File: src/mdp_regs.vh
`ifndef MDP_REGS_VH
`define MDP_REGS_VH

// Register byte offsets
`define MDP_REG_CTRL      8'h00
`define MDP_REG_STATUS    8'h04
`define MDP_REG_IRQ_STAT  8'h08
`define MDP_REG_IRQ_CLR   8'h0C
`define MDP_REG_IRQ_EN    8'h10
`define MDP_REG_PERIOD    8'h14

// Control fields
`define MDP_CTRL_ENABLE   0
`define MDP_CTRL_SPD_ACT  1
`define MDP_CTRL_RD_ACT   2
`define MDP_CTRL_RST      32'h0000_0000

// Status / interrupt fields
`define MDP_ST_UV         0
`define MDP_ST_OV         1
`define MDP_ST_OC         2
`define MDP_ST_OT         3
`define MDP_ST_LOCK       4
`define MDP_ST_STARTUP    5
`define MDP_ST_STANDBY    6
`define MDP_NEVT          5

// Bridge drive modes
`define MDP_DRV_NORMAL    2'h0
`define MDP_DRV_ALLOFF    2'h1
`define MDP_DRV_BRAKE     2'h2

// Timing at 250 MHz
`define MDP_CLK_HZ        250000000
`define MDP_LOCK_MS       500
`define MDP_AUTO_MS       5000
`define MDP_FAST_MS       500
`define MDP_LOCK_CYC      (`MDP_CLK_HZ / 1000 * `MDP_LOCK_MS)
`define MDP_AUTO_CYC      (`MDP_CLK_HZ / 1000 * `MDP_AUTO_MS)
`define MDP_FAST_CYC      (`MDP_CLK_HZ / 1000 * `MDP_FAST_MS)
`define MDP_GOOD_CYCLES   3'h5

`endif

File: src/mdp_protect.v
`timescale 1ns/1ps
`include "mdp_regs.vh"
module mdp_protect #(
    parameter LOCK_CYC = `MDP_LOCK_CYC,
    parameter AUTO_CYC = `MDP_AUTO_CYC,
    parameter FAST_CYC = `MDP_FAST_CYC
) (
    input  wire        aclk,
    input  wire        aresetn,
    input  wire [7:0]  s_axi_awaddr,
    input  wire        s_axi_awvalid,
    output wire        s_axi_awready,
    input  wire [31:0] s_axi_wdata,
    input  wire [3:0]  s_axi_wstrb,
    input  wire        s_axi_wvalid,
    output wire        s_axi_wready,
    output wire [1:0]  s_axi_bresp,
    output wire        s_axi_bvalid,
    input  wire        s_axi_bready,
    input  wire [7:0]  s_axi_araddr,
    input  wire        s_axi_arvalid,
    output wire        s_axi_arready,
    output wire [31:0] s_axi_rdata,
    output wire [1:0]  s_axi_rresp,
    output wire        s_axi_rvalid,
    input  wire        s_axi_rready,
    input  wire        supply_under_low,
    input  wire        supply_over_high,
    input  wire        supply_undervoltage_lockout_rel,
    input  wire        current_sense_input,
    input  wire        temp_over_high,
    input  wire        temp_under_low,
    input  wire        speed_command_standby,
    input  wire        sleep_n,
    input  wire        hall_in,
    output reg  [1:0]  bridge_mode,
    output reg  [2:0]  upper_on,
    output reg  [2:0]  lower_on,
    output reg         startup_mode,
    output reg  [31:0] pattern_period,
    output reg         pattern_stb,
    output wire        speed_pulse_output_o,
    output wire        speed_pulse_output_oe_n,
    output wire        rot_detect_o,
    output wire        rot_detect_oe_n,
    output wire        irq
);
    wire        uv_low_s;
    wire        uv_rel_s;
    wire        ov_s;
    wire        oc_s;
    wire        ot_hi_s;
    wire        ot_lo_s;
    wire        stby_s;
    wire        sleep_n_s;
    wire        hall_s;
    wire [8:0]  raw_in;
    wire [8:0]  syn_out;
    wire        wr_ok;
    wire        wr_stb;
    wire [7:0]  wr_addr;
    wire [31:0] wr_data;
    wire [3:0]  wr_strb;
    wire [7:0]  rd_addr;
    reg  [31:0] rd_data;
    reg         rd_ok;
    reg  [31:0] ctrl_q;
    reg  [`MDP_NEVT-1:0] ist_q;
    reg  [`MDP_NEVT-1:0] ien_q;
    reg         uv_q;
    reg         ot_q;
    reg         lock_q;
    reg         hall_d1_q;
    reg         sleep_d1_q;
    reg         stby_d1_q;
    reg         uv_d1_q;
    reg  [31:0] per_cnt_q;
    reg  [2:0]  good_q;
    reg         stby_seen_q;
    reg         auto_run_q;
    reg  [31:0] auto_cnt_q;
    reg         spd_q;
    wire        hall_edge;
    wire        sleep_wake;
    wire        supply_back;
    wire        lock_trip;
    wire        lock_rel;
    wire [`MDP_NEVT-1:0] evt;

    assign raw_in = {hall_in, sleep_n, speed_command_standby, temp_under_low,
                     temp_over_high, current_sense_input, supply_over_high,
                     supply_undervoltage_lockout_rel, supply_under_low};
    assign {hall_s, sleep_n_s, stby_s, ot_lo_s, ot_hi_s, oc_s, ov_s, uv_rel_s,
            uv_low_s} = syn_out;

    genvar gi;
    generate
        for (gi = 0; gi < 9; gi = gi + 1) begin : g_sync
            mdp_sync u_sync (
                .aclk    (aclk),
                .aresetn (aresetn),
                .din     (raw_in[gi]),
                .dout    (syn_out[gi])
            );
        end
    endgenerate

    mdp_axil u_bus (
        .aclk          (aclk),
        .aresetn       (aresetn),
        .s_axi_awaddr  (s_axi_awaddr),
        .s_axi_awvalid (s_axi_awvalid),
        .s_axi_awready (s_axi_awready),
        .s_axi_wdata   (s_axi_wdata),
        .s_axi_wstrb   (s_axi_wstrb),
        .s_axi_wvalid  (s_axi_wvalid),
        .s_axi_wready  (s_axi_wready),
        .s_axi_bresp   (s_axi_bresp),
        .s_axi_bvalid  (s_axi_bvalid),
        .s_axi_bready  (s_axi_bready),
        .s_axi_araddr  (s_axi_araddr),
        .s_axi_arvalid (s_axi_arvalid),
        .s_axi_arready (s_axi_arready),
        .s_axi_rdata   (s_axi_rdata),
        .s_axi_rresp   (s_axi_rresp),
        .s_axi_rvalid  (s_axi_rvalid),
        .s_axi_rready  (s_axi_rready),
        .wr_stb        (wr_stb),
        .wr_addr       (wr_addr),
        .wr_data       (wr_data),
        .wr_strb       (wr_strb),
        .rd_addr       (rd_addr),
        .rd_data       (rd_data),
        .rd_ok         (rd_ok),
        .wr_ok         (wr_ok)
    );

    function mapped;
        input [7:0] a;
        begin
            mapped = (a == `MDP_REG_CTRL) || (a == `MDP_REG_STATUS) ||
                     (a == `MDP_REG_IRQ_STAT) || (a == `MDP_REG_IRQ_CLR) ||
                     (a == `MDP_REG_IRQ_EN) || (a == `MDP_REG_PERIOD);
        end
    endfunction

    assign wr_ok = mapped(wr_addr);

    assign hall_edge   = hall_s && !hall_d1_q;
    assign sleep_wake  = sleep_n_s && !sleep_d1_q;
    assign supply_back = !uv_q && uv_d1_q;
    assign lock_trip   = per_cnt_q >= LOCK_CYC - 1;
    assign lock_rel    = hall_edge && (per_cnt_q < FAST_CYC) &&
                         (good_q >= `MDP_GOOD_CYCLES - 3'h1);

    // Edges and hysteresis flags
    always @(posedge aclk) begin
        if (!aresetn) begin
            hall_d1_q  <= 1'b0;
            sleep_d1_q <= 1'b0;
            stby_d1_q  <= 1'b0;
            uv_d1_q    <= 1'b0;
            uv_q       <= 1'b1;
            ot_q       <= 1'b0;
        end else begin
            hall_d1_q  <= hall_s;
            sleep_d1_q <= sleep_n_s;
            stby_d1_q  <= stby_s;
            uv_d1_q    <= uv_q;
            if (uv_low_s) begin
                uv_q <= 1'b1;
            end else if (uv_rel_s) begin
                uv_q <= 1'b0;
            end
            if (ot_hi_s) begin
                ot_q <= 1'b1;
            end else if (ot_lo_s) begin
                ot_q <= 1'b0;
            end
        end
    end

    // Hall period measurement and lock
    always @(posedge aclk) begin
        if (!aresetn) begin
            per_cnt_q      <= 32'h0000_0000;
            good_q         <= 3'h0;
            lock_q         <= 1'b0;
            stby_seen_q    <= 1'b0;
            auto_run_q     <= 1'b0;
            auto_cnt_q     <= 32'h0000_0000;
            pattern_period <= 32'h0000_0000;
            pattern_stb    <= 1'b0;
            startup_mode   <= 1'b1;
            spd_q          <= 1'b0;
        end else begin
            pattern_stb <= 1'b0;
            if (hall_edge) begin
                per_cnt_q <= 32'h0000_0000;
                spd_q     <= !spd_q;
                pattern_period <= per_cnt_q + 32'h0000_0001;
                pattern_stb    <= 1'b1;
                if (!startup_mode || per_cnt_q < FAST_CYC) begin
                    startup_mode <= 1'b0;
                end
                if (per_cnt_q < FAST_CYC) begin
                    if (good_q < `MDP_GOOD_CYCLES) begin
                        good_q <= good_q + 3'h1;
                    end
                end else begin
                    good_q <= 3'h0;
                end
            end else if (!lock_trip) begin
                per_cnt_q <= per_cnt_q + 32'h0000_0001;
            end
            if (sleep_wake || (stby_s && !stby_d1_q && lock_trip)) begin
                startup_mode <= 1'b1;
                good_q       <= 3'h0;
            end
            if (lock_q && stby_s) begin
                stby_seen_q <= 1'b1;
            end
            if (lock_q && stby_seen_q && !stby_s && stby_d1_q) begin
                auto_run_q <= 1'b1;
                auto_cnt_q <= 32'h0000_0000;
            end else if (auto_run_q) begin
                auto_cnt_q <= auto_cnt_q + 32'h0000_0001;
            end
            if (lock_rel || sleep_wake || supply_back ||
                (auto_run_q && auto_cnt_q >= AUTO_CYC - 1)) begin
                lock_q      <= 1'b0;
                stby_seen_q <= 1'b0;
                auto_run_q  <= 1'b0;
                per_cnt_q   <= 32'h0000_0000;
            end else if (lock_trip && !stby_s && ctrl_q[`MDP_CTRL_ENABLE]) begin
                lock_q <= 1'b1;
            end
        end
    end

    // Bridge state priority
    always @(posedge aclk) begin
        if (!aresetn) begin
            bridge_mode <= `MDP_DRV_ALLOFF;
            upper_on    <= 3'h0;
            lower_on    <= 3'h0;
        end else if (uv_q || ot_q || !ctrl_q[`MDP_CTRL_ENABLE] || stby_s) begin
            bridge_mode <= `MDP_DRV_ALLOFF;
            upper_on    <= 3'h0;
            lower_on    <= 3'h0;
        end else if (ov_s || oc_s || lock_q) begin
            bridge_mode <= `MDP_DRV_BRAKE;
            upper_on    <= 3'h0;
            lower_on    <= 3'h7;
        end else begin
            bridge_mode <= `MDP_DRV_NORMAL;
            upper_on    <= 3'h7;
            lower_on    <= 3'h7;
        end
    end

    assign speed_pulse_output_o    = 1'b0;
    assign speed_pulse_output_oe_n = !(spd_q && ctrl_q[`MDP_CTRL_SPD_ACT]);
    assign rot_detect_o            = 1'b0;
    assign rot_detect_oe_n         = !(lock_q && ctrl_q[`MDP_CTRL_RD_ACT]);

    assign evt = {lock_q, ot_q, oc_s, ov_s, uv_q};

    // Registers, set wins over clear
    always @(posedge aclk) begin
        if (!aresetn) begin
            ctrl_q <= `MDP_CTRL_RST;
            ist_q  <= {`MDP_NEVT{1'b0}};
            ien_q  <= {`MDP_NEVT{1'b0}};
        end else begin
            if (wr_stb && wr_addr == `MDP_REG_CTRL && wr_strb[0]) begin
                ctrl_q[7:0] <= wr_data[7:0];
            end
            if (wr_stb && wr_addr == `MDP_REG_IRQ_EN && wr_strb[0]) begin
                ien_q <= wr_data[`MDP_NEVT-1:0];
            end
            if (wr_stb && wr_addr == `MDP_REG_IRQ_CLR && wr_strb[0]) begin
                ist_q <= (ist_q & ~wr_data[`MDP_NEVT-1:0]) | evt;
            end else begin
                ist_q <= ist_q | evt;
            end
        end
    end

    assign irq = |(ist_q & ien_q);

    always @* begin
        rd_ok = mapped(rd_addr);
        case (rd_addr)
            `MDP_REG_CTRL:     rd_data = ctrl_q;
            `MDP_REG_STATUS:   rd_data = {25'h0, stby_s, startup_mode, evt};
            `MDP_REG_IRQ_STAT: rd_data = {27'h0, ist_q};
            `MDP_REG_IRQ_EN:   rd_data = {27'h0, ien_q};
            `MDP_REG_PERIOD:   rd_data = pattern_period;
            default:           rd_data = 32'h0000_0000;
        endcase
    end
endmodule

File: src/mdp_sync.v
`timescale 1ns/1ps
module mdp_sync (
    input  wire aclk,
    input  wire aresetn,
    input  wire din,
    output reg  dout
);
    reg s1_q;
    reg s2_q;
    reg s3_q;

    // Accept change when 2nd and 3rd stages agree
    always @(posedge aclk) begin
        if (!aresetn) begin
            s1_q <= 1'b0;
            s2_q <= 1'b0;
            s3_q <= 1'b0;
            dout <= 1'b0;
        end else begin
            s1_q <= din;
            s2_q <= s1_q;
            s3_q <= s2_q;
            if (s2_q == s3_q) begin
                dout <= s3_q;
            end
        end
    end
endmodule

File: src/mdp_axil.v
`timescale 1ns/1ps
`include "mdp_regs.vh"
module mdp_axil (
    input  wire        aclk,
    input  wire        aresetn,
    input  wire [7:0]  s_axi_awaddr,
    input  wire        s_axi_awvalid,
    output wire        s_axi_awready,
    input  wire [31:0] s_axi_wdata,
    input  wire [3:0]  s_axi_wstrb,
    input  wire        s_axi_wvalid,
    output wire        s_axi_wready,
    output reg  [1:0]  s_axi_bresp,
    output reg         s_axi_bvalid,
    input  wire        s_axi_bready,
    input  wire [7:0]  s_axi_araddr,
    input  wire        s_axi_arvalid,
    output wire        s_axi_arready,
    output reg  [31:0] s_axi_rdata,
    output reg  [1:0]  s_axi_rresp,
    output reg         s_axi_rvalid,
    input  wire        s_axi_rready,
    output reg         wr_stb,
    output reg  [7:0]  wr_addr,
    output reg  [31:0] wr_data,
    output reg  [3:0]  wr_strb,
    output wire [7:0]  rd_addr,
    input  wire [31:0] rd_data,
    input  wire        rd_ok,
    input  wire        wr_ok
);
    reg        aw_q;
    reg        w_q;
    reg [7:0]  awa_q;
    reg [31:0] wd_q;
    reg [3:0]  ws_q;

    assign s_axi_awready = !aw_q && !s_axi_bvalid && !wr_stb;
    assign s_axi_wready  = !w_q && !s_axi_bvalid && !wr_stb;
    assign s_axi_arready = !s_axi_rvalid;
    assign rd_addr       = s_axi_araddr;

    // Write channels taken in either order
    always @(posedge aclk) begin
        if (!aresetn) begin
            aw_q         <= 1'b0;
            w_q          <= 1'b0;
            awa_q        <= 8'h00;
            wd_q         <= 32'h0000_0000;
            ws_q         <= 4'h0;
            wr_stb       <= 1'b0;
            wr_addr      <= 8'h00;
            wr_data      <= 32'h0000_0000;
            wr_strb      <= 4'h0;
            s_axi_bvalid <= 1'b0;
            s_axi_bresp  <= 2'h0;
        end else begin
            wr_stb <= 1'b0;
            if (s_axi_awvalid && s_axi_awready) begin
                aw_q  <= 1'b1;
                awa_q <= s_axi_awaddr;
            end
            if (s_axi_wvalid && s_axi_wready) begin
                w_q  <= 1'b1;
                wd_q <= s_axi_wdata;
                ws_q <= s_axi_wstrb;
            end
            if (aw_q && w_q) begin
                aw_q    <= 1'b0;
                w_q     <= 1'b0;
                wr_stb  <= 1'b1;
                wr_addr <= awa_q;
                wr_data <= wd_q;
                wr_strb <= ws_q;
            end
            if (wr_stb) begin
                s_axi_bvalid <= 1'b1;
                s_axi_bresp  <= wr_ok ? 2'h0 : 2'h2;
            end else if (s_axi_bvalid && s_axi_bready) begin
                s_axi_bvalid <= 1'b0;
            end
        end
    end

    // Read answer one cycle after address
    always @(posedge aclk) begin
        if (!aresetn) begin
            s_axi_rvalid <= 1'b0;
            s_axi_rdata  <= 32'h0000_0000;
            s_axi_rresp  <= 2'h0;
        end else if (s_axi_arvalid && s_axi_arready) begin
            s_axi_rvalid <= 1'b1;
            s_axi_rdata  <= rd_ok ? rd_data : 32'h0000_0000;
            s_axi_rresp  <= rd_ok ? 2'h0 : 2'h2;
        end else if (s_axi_rvalid && s_axi_rready) begin
            s_axi_rvalid <= 1'b0;
        end
    end
endmodule

File: config.mk
export PLATFORM = sky130hd
export DESIGN_NAME = mdp_protect
export DESIGN_NICKNAME = d
export VERILOG_FILES = /design/src/mdp_protect.v /design/src/mdp_sync.v /design/src/mdp_axil.v
export VERILOG_INCLUDE_DIRS = /design/src
export SDC_FILE = /design/constraint.sdc
export NUM_CORES = 1
export LEC_CHECK = 0
export BUFFER_PORTS_ARGS = -buffer_cell sky130_fd_sc_hd__buf_2
export CAP_MARGIN = 10
export CORE_AREA = 2 2 170 172
export CTS_CLUSTER_SIZE = 28
export DETAILED_ROUTE_END_ITERATION = 7
export DIE_AREA = 0 0 172 174
export PLACE_DENSITY_LB_ADDON = 0.15
export SLEW_MARGIN = 20
export SYNTH_ARGS = -nofsm -noshare
export SYNTH_HDL_FRONTEND = slang
export SYNTH_SLANG_ARGS = --single-unit
File: constraint.sdc
create_clock -name aclk -period 2.6 [get_ports aclk]
set_clock_uncertainty 0.05 [all_clocks]
set_input_delay 0.26 -clock aclk [delete_from_list [all_inputs] [get_ports aclk]]
set_output_delay 0.26 -clock aclk [all_outputs]
set_load 0.02 [all_outputs]
==> results_tabular.tex <==
\begin{tabular}{lr}
\hline
Metric & Value \\
\hline
\multicolumn{2}{l}{\textbf{Die}} \\
\quad Die width & 172 um \\
\quad Core area & 28200 sq um \\
\quad Die height & 174 um \\
\quad Number of standard-cell rows in the floorplan & 62 \\
\quad Initial standard-cell utilization of the core & 34.3\% \\
\quad Total die area & 29900 sq um \\
\quad Top-Level Pins & 156 \\
\multicolumn{2}{l}{\textbf{Routing}} \\
\quad Iteration-0 DRC Markers & 351 \\
\quad Via count & 7764 \\
\quad Vias per inst & 4.77 \\
\quad Final routed wirelength across all metal layers & 23500 um \\
\quad Drt wl/cell & 14.4 um \\
\quad First-pass DRT Iterations & 4 \\
\quad DR DRC count & 0 \\
\quad Routed Antenna Nets & 0 \\
\multicolumn{2}{l}{\textbf{Clocking}} \\
\quad CTS sink count & 242 \\
\quad Skew-Pair Late Insertion Delay & 0.53 ns \\
\quad Inserted Clock Buffers & 28 \\
\quad Root Buffer & sky130\_fd\_sc\_hd\_\_clkbuf\_16 \\
\quad Number of levels the H-tree was split into & 1 \\
\quad CTS tree & yes \\
\quad Clock Tree Buf Depth & 3 \\
\quad Number of post-CTS setup repair buffers & 0 \\
\quad Post-CTS sizing & 0 \\
\quad Clock slew seen by the registers of the worst setup and hold paths & 0.06 ns \\
\multicolumn{2}{l}{\textbf{Timing}} \\
\quad Max Freq & 409 MHz \\
\quad Slew Limit Headroom & 54.4\% \\
\quad Unrepaired setup endpoints after global routing & no \\
\quad Hold Fails Final Rpt & 0 \\
\quad Transition time of the tightest slew-check pin & 0.684 ns \\
\quad Minimum period implied by the final worst setup slack & 2.44 ns \\
\quad Final setup viols & 0 \\
\quad Final-report max-slew violation count & 0 \\
\quad Setup TNS & 0 ns \\
\quad Final clock period utilization by the worst path & 93.9\% \\
\multicolumn{2}{l}{\textbf{Synthesis}} \\
\quad Count of flip-flops with a built-in enable after synthesis & 0 \\
\quad Main combinational cell family by area after synthesis & simple AND/OR/NAND/NOR gates \\
\quad Multiplexer fraction of the synthesized cell area & 2.00\% \\
\quad Cell accounting for the most synthesized area & sky130\_fd\_sc\_hd\_\_dfxtp\_1 \\
\quad Yosys Warn Count & 0 \\
\quad Synth top area share & 50.1\% \\
\quad Xor and xnor area share after synthesis & 5.61\% \\
\quad Synth Area per Inst & 9.11 sq um \\
\quad Area of the mapped netlist & 9680 sq um \\
\quad Primary flip-flop cell chosen by synthesis mapping & sky130\_fd\_sc\_hd\_\_dfxtp\_1 \\
\quad Seq cells post-synth & 242 \\
\quad Area share of and/or/nand/nor cells after synthesis & 23.0\% \\
\quad Post-Syn Instances & 1062 \\
\quad Post-synthesis compound-gate area fraction & 15.5\% \\
\quad Seq/Total Area, Yosys & 50.1\% \\
\quad FFs w/ async S/R, synth & 0\% \\
\quad Ranking of synthesized cells by area & sky130\_fd\_sc\_hd\_\_dfxtp\_1 50\%, sky130\_fd\_sc\_hd\_\_nand2\_1 5.2\%, sky130\_fd\_sc\_hd\_\_xor2\_1 3.0\%, sky130\_fd\_sc\_hd\_\_nor2b\_1 2.8\%, sky130\_fd\_sc\_hd\_\_nor2\_1 2.6\% \\
\quad Adder-cell share of the synthesized area & 0.388\% \\
\quad Number of different library cells in the post-synthesis netlist & 62 \\
\multicolumn{2}{l}{\textbf{Setup path}} \\
\quad Critical path data arrival time & 2.84 ns \\
\quad Worst reg-to-reg path cell count & 7 \\
\quad Start of the worst register-to-register path & per\_cnt\_q[28] \\
\quad Largest delay share family, worst path & simple AND/OR/NAND/NOR gates \\
\quad Bufs and invs on worst path & 1 \\
\quad Category of the worst setup path capture point & flip-flop \\
\quad Worst EP required & 3.00 ns \\
\quad Reg2Reg Setup Slack & 0.16 ns \\
\quad Class of the most critical setup path & flip-flop to flip-flop \\
\quad FF-to-FF End & per\_cnt\_q[8] \\
\quad Master of the slowest instance on the critical path & sky130\_fd\_sc\_hd\_\_or4\_1 \\
\quad Capturing instance or port of the critical path & per\_cnt\_q[8] \\
\quad Worst setup path start & per\_cnt\_q[28] \\
\quad Critical path's largest stage delay & 0.57 ns \\
\quad Crit path cell chain & or4\_1 -> nand2b\_4 -> nor2\_1 -> a31oi\_2 -> buf\_12 -> or3\_1 -> a21oi\_1 \\
\quad Critical path launch point type & flip-flop \\
\quad Crit path max fanout & 23 \\
\quad Total number of cells along the worst setup path & 7 \\
\multicolumn{2}{l}{\textbf{Worst hold path}} \\
\quad Type of the worst min-delay path & input pin to flip-flop \\
\quad Min-delay src & s\_axi\_araddr[6] \\
\quad Worst Hold Depth & 4 \\
\multicolumn{2}{l}{\textbf{Cells and area}} \\
\quad Filler cell count & 2922 \\
\quad Post-layout utilization of the core & 42.6\% \\
\quad Commonest non-fill, non-tap cell in the layout & sky130\_fd\_sc\_hd\_\_dfxtp\_1 \\
\quad Footprint of the multi-input gates & 4520 sq um \\
\quad Number of antenna repair diodes & 0 \\
\quad Layout cells sized above 1 & 17.7\% \\
\quad Storage cell area & 4840 sq um \\
\quad Area growth syn-to-layout & 24.3\% \\
\quad Commonest cells after routing, fill and taps aside & 242 x sky130\_fd\_sc\_hd\_\_dfxtp\_1, 134 x sky130\_fd\_sc\_hd\_\_nand2\_1, 124 x sky130\_fd\_sc\_hd\_\_buf\_2, 67 x sky130\_fd\_sc\_hd\_\_nor2\_1, 45 x sky130\_fd\_sc\_hd\_\_a21oi\_1 \\
\quad Total number of nets in the final design & 1291 \\
\multicolumn{2}{l}{\textbf{Global routing}} \\
\quad Initial antenna violation count & 0 \\
\quad Global-route congestion overflow total & 0 \\
\quad Largest net degree at the start of global routing & 55 \\
\quad Via count of the first global-routing pass & 7465 \\
\quad GR Util All Layers & 15.7\% \\
\quad First-pass GRT wire length & 38400 um \\
\multicolumn{2}{l}{\textbf{Placement}} \\
\quad Final Wtd Congestion & 0.780 \\
\quad Port Buffers & 124 \\
\quad Final HPWL DP & 16100 um \\
\multicolumn{2}{l}{\textbf{Pwr}} \\
\quad Part of the power in registers & 47.5\% \\
\quad Tot Pwr & 7990 uW \\
\quad Power share of the clock group & 48.6\% \\
\quad Combinational fraction of design power & 3.9\% \\
\quad Switch Pwr & 1740 uW \\
\quad Cell Int Power & 6250 uW \\
\quad Power density over cell area & 664 nW/um\^{}2 \\
\quad P\_leak & 0.00463 uW \\
\quad Largest voltage drop on the vdd net & 0.562 mV \\
\quad Switching power share of the total & 21.8\% \\
\multicolumn{2}{l}{\textbf{Status}} \\
\quad Status & completed \\
\multicolumn{2}{l}{\textbf{Run}} \\
\quad Max capacitance violation total & 0 \\
\hline
\end{tabular}
==> power by group through the flow <==
stage	combinational, uW	clock (uW)	sequential, uW
4_1_cts	315	4010	3790
6_report	309	3890	3800
3_3_place_gp	276	0	3880
3_5_place_dp	277	0	3880
5_1_grt	345	4160	3800
2_1_floorplan	178	0	3870
==> tightest hold or removal path: stages <==
cell and delay (ns):
sky130_fd_sc_hd__buf_2 0.07, sky130_fd_sc_hd__or4_1 0.10, sky130_fd_sc_hd__nor2_1 0.05, sky130_fd_sc_hd__a21oi_1 0.13
==> synthesized netlist by cell type, types with 8 or more instances <==
| cell | number |
|---|---|
| sky130_fd_sc_hd__nand4_1 | 18 |
| sky130_fd_sc_hd__nand2b_1 | 10 |
| sky130_fd_sc_hd__nand2_1 | 134 |
| sky130_fd_sc_hd__xnor2_1 | 29 |
| sky130_fd_sc_hd__o21a_1 | 9 |
| sky130_fd_sc_hd__nor3_1 | 19 |
| sky130_fd_sc_hd__o21ai_1 | 25 |
| sky130_fd_sc_hd__inv_1 | 12 |
| sky130_fd_sc_hd__and4_1 | 9 |
| sky130_fd_sc_hd__a22oi_1 | 28 |
| sky130_fd_sc_hd__a21boi_0 | 27 |
| sky130_fd_sc_hd__o21ai_0 | 37 |
| sky130_fd_sc_hd__a22o_1 | 20 |
| sky130_fd_sc_hd__xor2_1 | 33 |
| sky130_fd_sc_hd__and3_1 | 17 |
| sky130_fd_sc_hd__nor2b_1 | 43 |
| sky130_fd_sc_hd__nor2_1 | 68 |
| sky130_fd_sc_hd__or3_1 | 18 |
| sky130_fd_sc_hd__nand3_1 | 36 |
| sky130_fd_sc_hd__buf_4 | 8 |
| sky130_fd_sc_hd__a21oi_1 | 45 |
| sky130_fd_sc_hd__dfxtp_1 | 242 |
| sky130_fd_sc_hd__a21boi_1 | 14 |
| sky130_fd_sc_hd__and2_1 | 38 |
| sky130_fd_sc_hd__clkbuf_1 | 47 |
==> layout make-up <==
cell class                 count  area share (%)
tap                          384            3.99
sequential                   242            40.3
clock buffer                  38            6.65
inverter                      13           0.406
clock inverter                14            1.12
timing repair buffer         189            9.96
multi-input combinational    746            37.6
==> through the flow <==
step / hold WS (ns) / cells / worst slack [ns] / cell area, sq um
after CTS: 0.0521 / 1626 / 0.136 / 12000
after global placement: 0.365 / 1543 / 0.219 / 10800
final: 0.0678 / 1626 / 0.158 / 12000
after detailed placement: 0.372 / 1543 / 0.169 / 10800
after global routing: 0.0958 / 1626 / 0.0309 / 12000
after floorplan: 0.337 / 1065 / 0.439 / 9690
==> per-layer routing <==
metal	up-vias	global-route usage (%)	routed length, um	part of all wire, %
li1	3999	-	-	-
met1	3638	21.7	11500	49
met3	27	2.98	1010	4.3
met2	100	25.2	10500	45
met4	0	3.82	477	2.0
met5	-	0	0	0
==> state kept, by name, summed over array words and instances, names as in the netlist, 3 cells and up <==
name,flops
u_bus.wr_data,8
u_bus.wr_addr,8
u_bus.s_axi_rdata,32
u_bus.wd_q,8
ctrl_q,8
g_sync.u_sync.s1_q,9
ist_q,5
auto_cnt_q,32
g_sync.u_sync.dout,9
g_sync.u_sync.s3_q,9
good_q,3
u_bus.awa_q,8
pattern_period,32
g_sync.u_sync.s2_q,9
ien_q,5
per_cnt_q,32
==> cell families (layout without fill, tap and decap cells) <==
kind of cell / count (synthesis) / after routing
and+or+nand+nor: 435 / 435
DFF: 242 / 242
AOI/OAI and AO/OA: 229 / 229
buffers and inverters: 77 / 254
xor gates and xnor gates: 62 / 62
muxes: 13 / 13
adders and majority gates: 3 / 3
other: 1 / 4
==> what timing repair did <==
item                                    in CTS  in global routing
endpoints found under the hold margin       30                  0
hold buffers                                31                  0
endpoints found under the setup margin       0                  0
==> worst min path at each step <==
stage	endpoint
2_1_floorplan	g_sync[0].u_sync.s1_q
3_3_place_gp	g_sync[7].u_sync.s2_q
6_report	u_bus.s_axi_rresp[1]
4_1_cts	u_bus.s_axi_rresp[1]
5_1_grt	u_bus.s_axi_rresp[1]
3_5_place_dp	g_sync[3].u_sync.s2_q
No activity file was read; power rests on OpenSTA's default activity.
